$ cat config.mk
export PLATFORM = sky130hd
export DESIGN_NAME = lcd_cmd_decoder
export DESIGN_NICKNAME = d
export VERILOG_FILES = /design/src/lcd_cmd_pkg.sv /design/src/lcd_cmd_decoder.sv
export VERILOG_INCLUDE_DIRS = /design/src /design/src/src
export SDC_FILE = /design/constraint.sdc
export NUM_CORES = 1
export LEC_CHECK = 0
export BUFFER_PORTS_ARGS = -buffer_cell sky130_fd_sc_hd__buf_2
export CORE_MARGIN = 5
export CORE_UTILIZATION = 61
export DETAILED_ROUTE_END_ITERATION = 10
export PLACE_DENSITY = 0.91
export RECOVER_POWER = 50
export SLEW_MARGIN = 40
export SYNTH_ARGS = -nofsm -noshare
export SYNTH_HDL_FRONTEND = slang
export SYNTH_SLANG_ARGS = --single-unit
export TNS_END_PERCENT = 5
$ cat constraint.sdc
create_clock -name CLK -period 3.3 [get_ports CLK]
set_input_delay 0.165 -clock CLK [delete_from_list [all_inputs] [get_ports CLK]]
set_output_delay 0.165 -clock CLK [all_outputs]
set_load 0.005 [all_outputs]
$ cat src/lcd_cmd_consts.svh
// Constants for the display command decoder
// Functional notes
// - Display-enable zero blanks the display RAM read data (RD_DATA); blink and bank outputs keep running
// - Mode command 10x: enable, bias, drive mode
// - Bit6 zero loads six-bit RAM pointer
// - Code 1100 loads three-bit subaddress counter
// - Bank command ignored in three/four backplane
// - Code 1110 sets blink mode and rate
// - Three/four backplane forces normal blinking
// - No alternate-bank blinking in three/four backplane
// - Controller executes commands and holds status
// - Display data written at pointer, subaddress, bank
// - Bit7 set means another command follows
// - Pointer and subaddress advance after data
// - Only matching subaddress acknowledges and stores data
// - Blink rates divide clock by 768/1536/3072
`ifndef LCD_CMD_CONSTS_SVH
`define LCD_CMD_CONSTS_SVH
`define LCD_RAM_DEPTH     40
`define LCD_PTR_LAST      6'h27
`define LCD_BLINK_DIV1    12'd768
`define LCD_BLINK_DIV2    12'd1536
`define LCD_BLINK_DIV3    12'd3072
`define LCD_MODE_STATIC   2'h1
`define LCD_MODE_DUPLEX   2'h2
`define LCD_MODE_TRIPLEX  2'h3
`define LCD_MODE_QUAD     2'h0
`define LCD_RST_MODE      2'h0
`endif

$ cat src/lcd_cmd_pkg.sv
// Types for the display command decoder
`default_nettype none
package lcd_cmd_pkg;
  typedef enum logic [0:0] {LCD_CMD, LCD_DATA} lcd_phase_e;
  typedef logic [1:0] lcd_mode_t;
  typedef logic [1:0] lcd_rate_t;
endpackage
`default_nettype wire

$ cat src/lcd_cmd_decoder.sv
// Command decoder, status registers and display RAM loader
`include "lcd_cmd_consts.svh"
`default_nettype none
module lcd_cmd_decoder #(
  parameter int RAM_DEPTH = `LCD_RAM_DEPTH
) (
  input  wire logic             CLK,
  input  wire logic             RESET_N,
  input  wire logic             BYTE_VALID,
  input  wire logic [7:0]       BYTE_DATA,
  input  wire logic             XFER_START,
  input  wire logic             HW_SUBADDR_PIN_0,
  input  wire logic             HW_SUBADDR_PIN_1,
  input  wire logic             HW_SUBADDR_PIN_2,
  input  wire logic [5:0]       RD_ADDR,
  output logic                  BYTE_ACK,
  output logic                  DISPLAY_ENABLE,
  output logic                  BIAS_HALF,
  output lcd_cmd_pkg::lcd_mode_t DRIVE_MODE,
  output logic                  IN_BANK,
  output logic                  OUT_BANK,
  output logic                  BLINK_ALT,
  output lcd_cmd_pkg::lcd_rate_t BLINK_RATE_FIELD,
  output logic                  BLINK_PHASE,
  output logic                  SHOW_BANK,
  output logic [3:0]            RD_DATA,
  output logic [5:0]            DATA_POINTER,
  output logic [2:0]            SUBADDR_COUNT
);
  import lcd_cmd_pkg::*;

  // A depth of 64 would wrap the six-bit range compares to zero
  if (RAM_DEPTH < 1 || RAM_DEPTH > 63)
  begin : g_depth_check
    $error("RAM_DEPTH must be 1 to 63");
  end

  // Subaddress straps are pins: two flip-flops before use
  logic [2:0] strap_meta_reg;
  logic [2:0] strap_reg;
  always_ff @(posedge CLK or negedge RESET_N)
  begin
    if (!RESET_N)
    begin
      strap_meta_reg <= 3'h0;
      strap_reg      <= 3'h0;
    end
    else
    begin
      strap_meta_reg <= {HW_SUBADDR_PIN_2, HW_SUBADDR_PIN_1,
                         HW_SUBADDR_PIN_0};
      strap_reg      <= strap_meta_reg;
    end
  end

  lcd_phase_e phase_reg;
  lcd_mode_t  mode_reg;
  lcd_rate_t  rate_reg;
  logic       en_reg;
  logic       bias_reg;
  logic       in_bank_reg;
  logic       out_bank_reg;
  logic       alt_reg;
  logic [5:0] ptr_reg;
  logic [2:0] sub_reg;
  logic       ack_reg;

  // Command decode
  wire is_cmd   = BYTE_VALID && (phase_reg == LCD_CMD);
  wire is_data  = BYTE_VALID && (phase_reg == LCD_DATA);
  wire cmd_mode = is_cmd && (BYTE_DATA[6:5] == 2'b10);
  wire cmd_ptr  = is_cmd && !BYTE_DATA[6];
  wire cmd_dev  = is_cmd && (BYTE_DATA[6:3] == 4'b1100);
  wire cmd_blk  = is_cmd && (BYTE_DATA[6:3] == 4'b1110);
  wire cmd_bank = is_cmd && (BYTE_DATA[6:2] == 5'b11110);
  wire low_mux  = (mode_reg == `LCD_MODE_STATIC) ||
                  (mode_reg == `LCD_MODE_DUPLEX);
  wire bank_ok  = cmd_bank && low_mux;
  wire selected = (sub_reg == strap_reg);
  wire store    = is_data && selected;
  wire ptr_wrap = (ptr_reg == 6'(RAM_DEPTH - 1));
  wire [5:0] ptr_inc = ptr_wrap ? 6'h0 : ptr_reg + 6'h1;
  wire [2:0] sub_inc = ptr_wrap ? sub_reg + 3'h1 : sub_reg;

  // Phase: bit 7 clear on a command switches to display data
  always_ff @(posedge CLK or negedge RESET_N)
  begin
    if (!RESET_N)
      phase_reg <= LCD_CMD;
    else if (XFER_START)
      phase_reg <= LCD_CMD;
    else if (is_cmd && !BYTE_DATA[7])
      phase_reg <= LCD_DATA;
  end

  // Status registers held by the controller
  always_ff @(posedge CLK or negedge RESET_N)
  begin
    if (!RESET_N)
    begin
      en_reg   <= 1'b0;
      bias_reg <= 1'b0;
      mode_reg <= `LCD_RST_MODE;
    end
    else if (cmd_mode)
    begin
      en_reg   <= BYTE_DATA[3];
      bias_reg <= BYTE_DATA[2];
      mode_reg <= BYTE_DATA[1:0];
    end
  end

  always_ff @(posedge CLK or negedge RESET_N)
  begin
    if (!RESET_N)
    begin
      in_bank_reg  <= 1'b0;
      out_bank_reg <= 1'b0;
    end
    else if (bank_ok)
    begin
      in_bank_reg  <= BYTE_DATA[1];
      out_bank_reg <= BYTE_DATA[0];
    end
  end

  always_ff @(posedge CLK or negedge RESET_N)
  begin
    if (!RESET_N)
    begin
      alt_reg  <= 1'b0;
      rate_reg <= 2'h0;
    end
    else if (cmd_blk)
    begin
      alt_reg  <= BYTE_DATA[2];
      rate_reg <= BYTE_DATA[1:0];
    end
  end

  // Pointer and subaddress: loaded by command, advanced by data.
  // Advance happens on every data byte so cascaded parts stay aligned.
  always_ff @(posedge CLK or negedge RESET_N)
  begin
    if (!RESET_N)
    begin
      ptr_reg <= 6'h0;
      sub_reg <= 3'h0;
    end
    else if (cmd_ptr)
      ptr_reg <= BYTE_DATA[5:0];
    else if (cmd_dev)
      sub_reg <= BYTE_DATA[2:0];
    else if (is_data)
    begin
      ptr_reg <= ptr_inc;
      sub_reg <= sub_inc;
    end
  end

  // Commands ack always; data acks only when selected
  always_ff @(posedge CLK or negedge RESET_N)
  begin
    if (!RESET_N)
      ack_reg <= 1'b0;
    else
      ack_reg <= is_cmd || store;
  end

  // Display RAM: one nibble per address, banks inside the nibble.
  // Static writes one bit, duplex two, higher modes one column nibble.
  logic [3:0] ram [RAM_DEPTH];
  logic [3:0] rd_reg;
  wire  [3:0] old_w = ram[ptr_reg];
  wire  [3:0] new_w =
    (mode_reg == `LCD_MODE_STATIC) ?
      (in_bank_reg ? {old_w[3], BYTE_DATA[7], old_w[1:0]}
                   : {old_w[3:1], BYTE_DATA[7]}) :
    (mode_reg == `LCD_MODE_DUPLEX) ?
      (in_bank_reg ? {BYTE_DATA[7:6], old_w[1:0]}
                   : {old_w[3:2], BYTE_DATA[7:6]}) :
    BYTE_DATA[7:4];
  wire ptr_ok = (ptr_reg < 6'(RAM_DEPTH));

  always_ff @(posedge CLK)
  begin
    if (store && ptr_ok)
      ram[ptr_reg] <= new_w;
  end

  always_ff @(posedge CLK or negedge RESET_N)
  begin
    if (!RESET_N)
      rd_reg <= 4'h0;
    else if (!en_reg)
      rd_reg <= 4'h0;
    else if (RD_ADDR < 6'(RAM_DEPTH))
      rd_reg <= ram[RD_ADDR];
    else
      rd_reg <= 4'h0;
  end

  // Blink divider
  logic [11:0] blink_cnt_reg;
  logic        blink_ph_reg;
  wire  [11:0] blink_div =
    (rate_reg == 2'h1) ? `LCD_BLINK_DIV1 :
    (rate_reg == 2'h2) ? `LCD_BLINK_DIV2 : `LCD_BLINK_DIV3;
  wire blink_tick = (blink_cnt_reg >= 12'(blink_div / 12'd2 - 12'd1));

  always_ff @(posedge CLK or negedge RESET_N)
  begin
    if (!RESET_N)
    begin
      blink_cnt_reg <= 12'h0;
      blink_ph_reg  <= 1'b0;
    end
    else if (rate_reg == 2'h0)
    begin
      blink_cnt_reg <= 12'h0;
      blink_ph_reg  <= 1'b0;
    end
    else if (blink_tick)
    begin
      blink_cnt_reg <= 12'h0;
      blink_ph_reg  <= ~blink_ph_reg;
    end
    else
      blink_cnt_reg <= blink_cnt_reg + 12'h1;
  end

  // Effective mode: alternate-bank blinking only in low-mux modes
  wire alt_eff = alt_reg && low_mux;
  logic alt_out_reg;
  logic show_reg;
  always_ff @(posedge CLK or negedge RESET_N)
  begin
    if (!RESET_N)
    begin
      alt_out_reg <= 1'b0;
      show_reg    <= 1'b0;
    end
    else
    begin
      alt_out_reg <= alt_eff;
      show_reg    <= (alt_eff && blink_ph_reg) ? ~out_bank_reg
                                                 : out_bank_reg;
    end
  end

  assign BYTE_ACK         = ack_reg;
  assign DISPLAY_ENABLE   = en_reg;
  assign BIAS_HALF        = bias_reg;
  assign DRIVE_MODE       = mode_reg;
  assign IN_BANK          = in_bank_reg;
  assign OUT_BANK         = out_bank_reg;
  assign BLINK_ALT        = alt_out_reg;
  assign BLINK_RATE_FIELD = rate_reg;
  assign BLINK_PHASE      = blink_ph_reg;
  assign SHOW_BANK        = show_reg;
  assign RD_DATA          = rd_reg;
  assign DATA_POINTER     = ptr_reg;
  assign SUBADDR_COUNT    = sub_reg;

  a_bank_ignored: assert property (@(posedge CLK) disable iff (!RESET_N)
    cmd_bank && !low_mux |=> $stable(in_bank_reg) && $stable(out_bank_reg))
    else $error("bank changed in high mux");
  a_alt_blocked: assert property (@(posedge CLK) disable iff (!RESET_N)
    !low_mux |=> !BLINK_ALT)
    else $error("alternate blink in high mux");
  a_ptr_load: assert property (@(posedge CLK) disable iff (!RESET_N)
    cmd_ptr |=> DATA_POINTER == $past(BYTE_DATA[5:0]))
    else $error("pointer not loaded");
  a_sub_load: assert property (@(posedge CLK) disable iff (!RESET_N)
    cmd_dev |=> SUBADDR_COUNT == $past(BYTE_DATA[2:0]))
    else $error("subaddress not loaded");
  a_data_phase: assert property (@(posedge CLK) disable iff (!RESET_N)
    is_cmd && !BYTE_DATA[7] && !XFER_START |=> phase_reg == LCD_DATA)
    else $error("no switch to data");
  a_start_cmd: assert property (@(posedge CLK) disable iff (!RESET_N)
    XFER_START |=> phase_reg == LCD_CMD)
    else $error("start did not return to command");
  a_ack_match: assert property (@(posedge CLK) disable iff (!RESET_N)
    is_data && !selected |=> !BYTE_ACK)
    else $error("unselected data acknowledged");
  a_blank_out: assert property (@(posedge CLK) disable iff (!RESET_N)
    !en_reg |=> RD_DATA == 4'h0)
    else $error("blank display shows data");
  a_ptr_adv: assert property (@(posedge CLK) disable iff (!RESET_N)
    is_data && !ptr_wrap |=> DATA_POINTER == $past(ptr_reg) + 6'h1)
    else $error("pointer did not advance");
endmodule // lcd_cmd_decoder
`default_nettype wire

==> qor.csv, run 1 <==
stage;metric;value;unit
run_status;status;completed;
global_route;M1 GR Usage;31.65;%
global_route;Global Route Usage Sum;24.39;%
yosys;Synth top area share;51.02;%
yosys;Mapped Nets;768;
floorplanning;Top Ports;46;
floorplanning;Vert. Die Dim;134.2;µm
yosys;Mapped Cells;734;
global_route;vias in the first global route;6150;
global_route;grt ovf;0;
drt;wire length per cell;22.00;µm
setup_path;Crit. End Element;register;
min_path;hold path depth;3;
yosys;Synth Area in XOR/XNOR;1.674;%
sta;setup TNS;0;ns
global_route;largest net degree at the start of global routing;46;
yosys;Synth async-reset ratio;21.95;%
cts;CTS sink count;205;
yosys;multiplexer share of the synthesized area;12.01;%
cts;later-pin clock latency in the skew report;0.50;ns
layout;Util after Layout;69.01;%
yosys;mapped cell area;9417;µm²
global_route;first-pass GRT wire length;33940;µm
setup_path;CP Data Arrival Time;2.95;ns
yosys;complex-gate fraction of the synthesized area;5.182;%
placement;Placement Setup Slack;1.034;ns
power;leak pwr;3.647;nW
drt;post-DR vias/cell;6.328;
layout;max FFs per register;160;
setup_path;Crit path largest cell delay;0.95;ns
cts;CTS root buffer;clkbuf_16;
setup_path;CP max-delay cell;clkbuf_1;
yosys;Primary FF master, synth;edfxtp_1;
setup_path;Crit Path Max Fanout;22;
yosys;adder-cell share of the synthesized area;1.727;%
yosys;synth top area cells;edfxtp_1, dfrtp_1, nor2_1, mux2i_1, mux4_1;
setup_path;CP required;3.69;ns
cts;Worst-path clk slew;0.06;ns
sta;Final Skew;0.01785;ns
power;PwrDens;582.6;nW/µm²
floorplanning;initial core utilization;62.17;%
layout;number of diodes;0;
yosys;EDFF count, synth;160;
drt;Routed Antenna Nets;0;
sta;Final setup viols;0;
min_path;worst hold-check path type;input pin to register;
cts;total CTS buffers;21;
floorplanning;Die Area;18020;µm²
yosys;leading area contributor after synthesis;edfxtp_1;
sta;final worst slack;0.7305;ns
setup_path;family with the most delay on the worst path;buffers and inverters;
layout;area grow syn2layout;11.00;%
min_path;hold endpoint;phase_reg$_DFFE_PN0P_;
cts;H-tree depth;1;
layout;fin nets;819;
setup_path;r2r setup slk;0.84;ns
setup_path;critical path buffer and inverter count;3;
yosys;Seq/Total Area, Yosys;62.98;%
setup_path;Register-to-Register Path Depth;5;
sta;Hold Fails Final Rpt;0;
cts;CTS Buffer Depth;3;
drt;final WL;21740;µm
global_route;GRT Max-Usage Layer;met2;
placement;gpl congestion;0.8949;
layout;share of layout cells above drive strength 1;12.75;%
cts;cts repair resizes;0;
floorplanning;DIE WIDTH;134.2;µm
floorplanning;row cnt;45;
sta;Slew Limit Fails;0;
cts;CTS tree;built;
setup_path;R2R Path End;ram[18][0]$_DFFE_PP_;
drt;DR DRC count;0;
sta;worst-margin pin slew;1.329;ns
setup_path;CP cell instances;clkbuf_1, buf_12, clkbuf_2, mux2i_1, a22oi_1, a21oi_1, o41ai_2;
setup_path;FF-to-FF Start;phase_reg$_DFFE_PN0P_;
layout;Finished Cell Area;10450;µm²
drt;Vias;6252;
yosys;top cells by count, synth;nor2_1, edfxtp_1, nand2_1;
sta;unrepaired setup endpoints after global routing;no;
yosys;Synth Area in Simple Gates;13.47;%
setup_path;critical path launch point type;input pin;
sta;slew margin rel.;11.37;%
floorplanning;core region area;15150;µm²
drt;First-pass DRT Iterations;5;
power;Peak supply drop;548.3;µV
placement;dpl cell area;9799;µm²
yosys;Mean Syn Cell Area;12.83;µm²
sta;Max Clk Rate;389.2;MHz
min_path;Hold Startpoint;BYTE_VALID;
yosys;Syn. warnings;0;
job;max cap viols;0;
global_route;grt met3 use;3.826;%
global_route;M2 GR Usage;42.35;%
drt;Starting DRT DRC Count;749;
yosys;count leader, synth;nor2_1;
sta;Tmin final;2.570;ns
setup_path;WS Path Type;input pin to register;
sta;period utilization;77.86;%
yosys;synthesized flop and latch total;205;
power;total power;6.090;mW
placement;IO Port Bufs;45;
placement;hpwl dp;13730;µm
setup_path;CP Depth;7;
yosys;Unique masters post-synth;51;
yosys;largest family of logic cells by synthesized area;simple AND/OR/NAND/NOR gates;
global_route;initial antenna violation count;0;
## cell usage in the layout, fill, tap and decap left out, types with 4 or more instances in the layout
master         instances
nor2_1               189
edfxtp_1             160
nand2_1               62
dfrtp_1               45
mux2i_1               41
clkbuf_1              28
buf_2                 27
clkbuf_16             21
a22oi_1               20
a21oi_1               16
buf_4                 14
ha_1                  13
inv_1                 12
mux4_2                12
mux4_1                12
nand3_1               11
mux2_2                10
xor2_1                10
xnor2_1                8
dlygate4sd3_1          8
o21ai_0                5
nand4_1                5
clkinv_1               4
nor2b_1                4
a22o_1                 4
o41ai_2                4
o211ai_1               4
and3_1                 4
nor3b_1                4
## metrics by stage
step,hold slack (ns),cells
2_1_floorplan,-0.1306,734
3_3_place_gp,0.2741,942
3_5_place_dp,0.2101,942
4_1_cts,0.008070,988
5_1_grt,0.009756,988
6_report,0.003049,988
## per-layer routing
metal,vias to the layer above,share of wire [%]
li1,2761,-
met1,3049,38
met2,377,51
met3,65,7.8
met4,0,3.5
met5,-,0
## area by class of cell
cell class | instances | area, µm²
clock inverter | 5 | 25.02
fill | 962 | 4693
timing repair buffer | 69 | 414.1
multi-input combinational | 475 | 3218
tap | 188 | 235.2
clock buffer | 33 | 580.6
sequential | 205 | 5931
inverter | 13 | 48.80
## tightest hold or removal path: stages
cell	delay, ns
buf_2	0.13
a21oi_1	0.07
nor2_1	0.08
## report_power, final
part	leakage (nW)	total [mW]	switching [mW]	internal, mW
Sequential	2.02	3.13	0.131	3.00
Combinational	1.33	0.832	0.544	0.288
Clock	0.292	2.13	0.924	1.21
Total	3.65	6.09	1.60	4.49
## what timing repair did
action	4_1_cts	5_1_grt
setup buffers	0	0
hold endpoints to repair	53	0
hold buffers	8	0
## how the worst max path moves through the flow
stage | startpoint | end | slack [ns]
after CTS | DATA_POINTER[2]$_DFFE_PN0P_ | ram[4][3]$_DFFE_PP_ | 1.00
after global placement | RD_ADDR[0] | RD_DATA[3]$_DFF_PN0_ | 1.06
after global routing | RD_ADDR[0] | RD_DATA[3]$_DFF_PN0_ | 0.54
after floorplan | DRIVE_MODE[0]$_DFFE_PN0P_ | ram[0][0]$_DFFE_PP_ | 0.32
final | RD_ADDR[0] | RD_DATA[3]$_DFF_PN0_ | 0.73
after detailed placement | DATA_POINTER[3]$_DFFE_PN0P_ | ram[9][0]$_DFFE_PP_ | 1.03
## cells by family after synthesis
group           count (synthesis)
flops                         205
buf+inv                        54
simple gates                  300
mux                            77
other cells                     1
fa+ha+maj                      13
xor+xnor                       18
compound gates                 66
(Power assumes the default switching activity.)
==> run 2: changes to the inputs <==
Clock period 3.3 ns to 2.7 ns, I/O delays scaled along.
==> run 2 against run 1 <==
Effect of this change: sequential power rose by 22%; clock power rose by 55%; power rose by 34%; clock skew rose by 0.0045 ns; count of clock-buffer cells in the layout fell by 6; routed wire length rose by 2.9%.
==> qor.csv, run 2 (synthesized netlist as in run 1, its figures left out) <==
stage;metric;value;unit;change
run_status;status;completed;;
sta;Final Skew;0.02237;ns;+0.004519 ns
global_route;vias in the first global route;6469;;+5.2%
setup_path;critical path buffer and inverter count;2;;-1
drt;Starting DRT DRC Count;897;;+20%
setup_path;Crit path largest cell delay;0.66;ns;-0.29 ns
global_route;largest net degree at the start of global routing;57;;+24%
cts;H-tree depth;1;;unchanged
drt;Vias;6437;;+3.0%
cts;CTS Buffer Depth;3;;unchanged
global_route;Global Route Usage Sum;24.93;%;+0.54 points
power;PwrDens;763.6;nW/µm²;+31%
power;clock share of power;40.6;%;+5.6 points
placement;hpwl dp;13340;µm;-2.8%
drt;Routed Antenna Nets;0;;unchanged
setup_path;CP max-delay cell;clkbuf_2;;
floorplanning;core region area;15150;µm²;unchanged
cts;Worst-path clk slew;0.06;ns;about the same
placement;IO Port Bufs;45;;unchanged
power;Reg power frac;46.8;%;-4.6 points
floorplanning;Top Ports;46;;unchanged
floorplanning;row cnt;45;;unchanged
cts;total CTS buffers;22;;+4.8%
sta;setup TNS;0;ns;unchanged
layout;commonest non-fill, non-tap cells in the layout;nor2_1, edfxtp_1, nand2_1;;
setup_path;critical path launch point type;register;;
power;leak pwr;3.785;nW;+3.8%
min_path;worst hold-check path type;input pin to register;;
power;total power;8.164;mW;+34%
setup_path;CP required;2.88;ns;-0.81 ns
drt;post-DR vias/cell;6.443;;+1.8%
sta;Hold Fails Final Rpt;0;;unchanged
power;combinational share of power;12.6;%;-1.1 points
sta;Tmin final;2.280;ns;
drt;First-pass DRT Iterations;6;;+1
sta;slew margin rel.;21.82;%;+10 points
sta;Slew Limit Fails;0;;unchanged
placement;Post-Place Cells;948;;+0.64%
sta;worst-margin pin slew;1.173;ns;-0.1567 ns
cts;CTS sink count;205;;unchanged
sta;Max Clk Rate;438.7;MHz;
layout;max FFs per register;160;;unchanged
cts;later-pin clock latency in the skew report;0.51;ns;about the same
layout;most common cell after layout, fill and taps aside;nor2_1;;
setup_path;CP cell instances;inv_1, ha_1, nand2_1, nor2_1, a21oi_1, o21ai_0, clkbuf_2;;
global_route;first-pass GRT wire length;35020;µm;+3.2%
cts;CTS tree;built;;
setup_path;WS Path Type;register to register;;
layout;share of layout cells above drive strength 1;14.80;%;+2.0 points
global_route;grt ovf;0;;unchanged
layout;number of diodes;0;;unchanged
drt;DR DRC count;0;;unchanged
job;max cap viols;0;;unchanged
layout;Util after Layout;70.59;%;+1.6 points
global_route;initial antenna violation count;0;;unchanged
power;switching portion of total power;25.11;%;-1.1 points
setup_path;Crit Path Max Fanout;40;;+82%
sta;unrepaired setup endpoints after global routing;no;;
cts;cts repair resizes;0;;unchanged
power;P_int;6.114;mW;+36%
layout;area grow syn2layout;13.54;%;
power;Peak supply drop;545.1;µV;-0.58%
floorplanning;Die Area;18020;µm²;unchanged
drt;wire length per cell;22.39;µm;+1.8%
sta;period utilization;84.43;%;
power;sw power;2.050;mW;+28%
cts;CTS root buffer;clkbuf_16;;
floorplanning;Vert. Die Dim;134.2;µm;unchanged
layout;final non-filler cell total;999;;+1.1%
layout;fin nets;829;;+1.2%
floorplanning;initial core utilization;62.17;%;unchanged
floorplanning;DIE WIDTH;134.2;µm;unchanged
drt;final WL;22370;µm;+2.9%
setup_path;family with the most delay on the worst path;buffers and inverters;;
sta;Final setup viols;0;;unchanged
setup_path;CP Data Arrival Time;2.46;ns;-0.49 ns
setup_path;Crit. End Element;register;;
placement;gpl congestion;0.8796;;-1.7%
## run 2: timing repair
action	in CTS	in global routing
setup buffers	0	0
hold buffers	11	0
endpoints found under the hold margin	62	0
## run 2: metrics by stage
stage | hold WS [ns] | worst slack (ns) | instance area, µm²
finish | 0.02966 | 0.4203 | 10690
global route | 0.05226 | 0.3284 | 10690
CTS | 0.009650 | 0.5037 | 10770
detailed placement | 0.1764 | 0.6083 | 9839
global placement | 0.2429 | 0.7133 | 9837
floorplan | -0.1606 | 0.3522 | 9417
## run 2: worst paths after layout
check | start | depth (start not counted) | slack, ns | to
setup / recovery | DRIVE_MODE[0]$_DFFE_PN0P_ | 7 | 0.42 | ram[3][0]$_DFFE_PP_
hold / removal | BYTE_VALID | 4 | 0.03 | DATA_POINTER[1]$_DFFE_PN0P_
setup reg to reg | DRIVE_MODE[0]$_DFFE_PN0P_ | 7 | 0.42 | ram[3][0]$_DFFE_PP_
hold reg to reg | strap_meta_reg[1]$_DFF_PN0_ | 0 | 0.36 | strap_reg[1]$_DFF_PN0_
max in group asynchronous | RESET_N | 2 | 1.57 | DATA_POINTER[3]$_DFFE_PN0P_
min in group asynchronous | RESET_N | 2 | 0.41 | DRIVE_MODE[0]$_DFFE_PN0P_
## run 2: worst min-delay path, cell delays in order
cell	delay, ns
buf_2	0.13
o21ai_0	0.11
nand2_1	0.06
o21ai_0	0.06
## run 2: metal layers
metal / wire length [µm] / share of wire, % / global-route usage (%)
met2: 11560 / 52 / 43.80
met5: 0 / 0 / 0
met1: 8185 / 37 / 31.45
met4: 697 / 3.1 / 8.428
met3: 1925 / 8.6 / 4.464
## run 2: power by group through the flow
stage / sequential [mW] / combinational, mW / clock, mW
2_1_floorplan: 3.83 / 0.626 / 0
4_1_cts: 3.81 / 1.04 / 3.35
5_1_grt: 3.84 / 1.11 / 3.47
3_3_place_gp: 3.85 / 0.973 / 0
6_report: 3.82 / 1.03 / 3.31
3_5_place_dp: 3.87 / 1.02 / 0
## run 2: area by class of cell
type | count | area (µm²)
sequential | 205 | 5931
timing repair buffer | 78 | 490.5
clock inverter | 13 | 206.4
clock buffer | 27 | 609.3
multi-input combinational | 475 | 3171
tap | 188 | 235.2
inverter | 13 | 48.80
fill | 926 | 4454
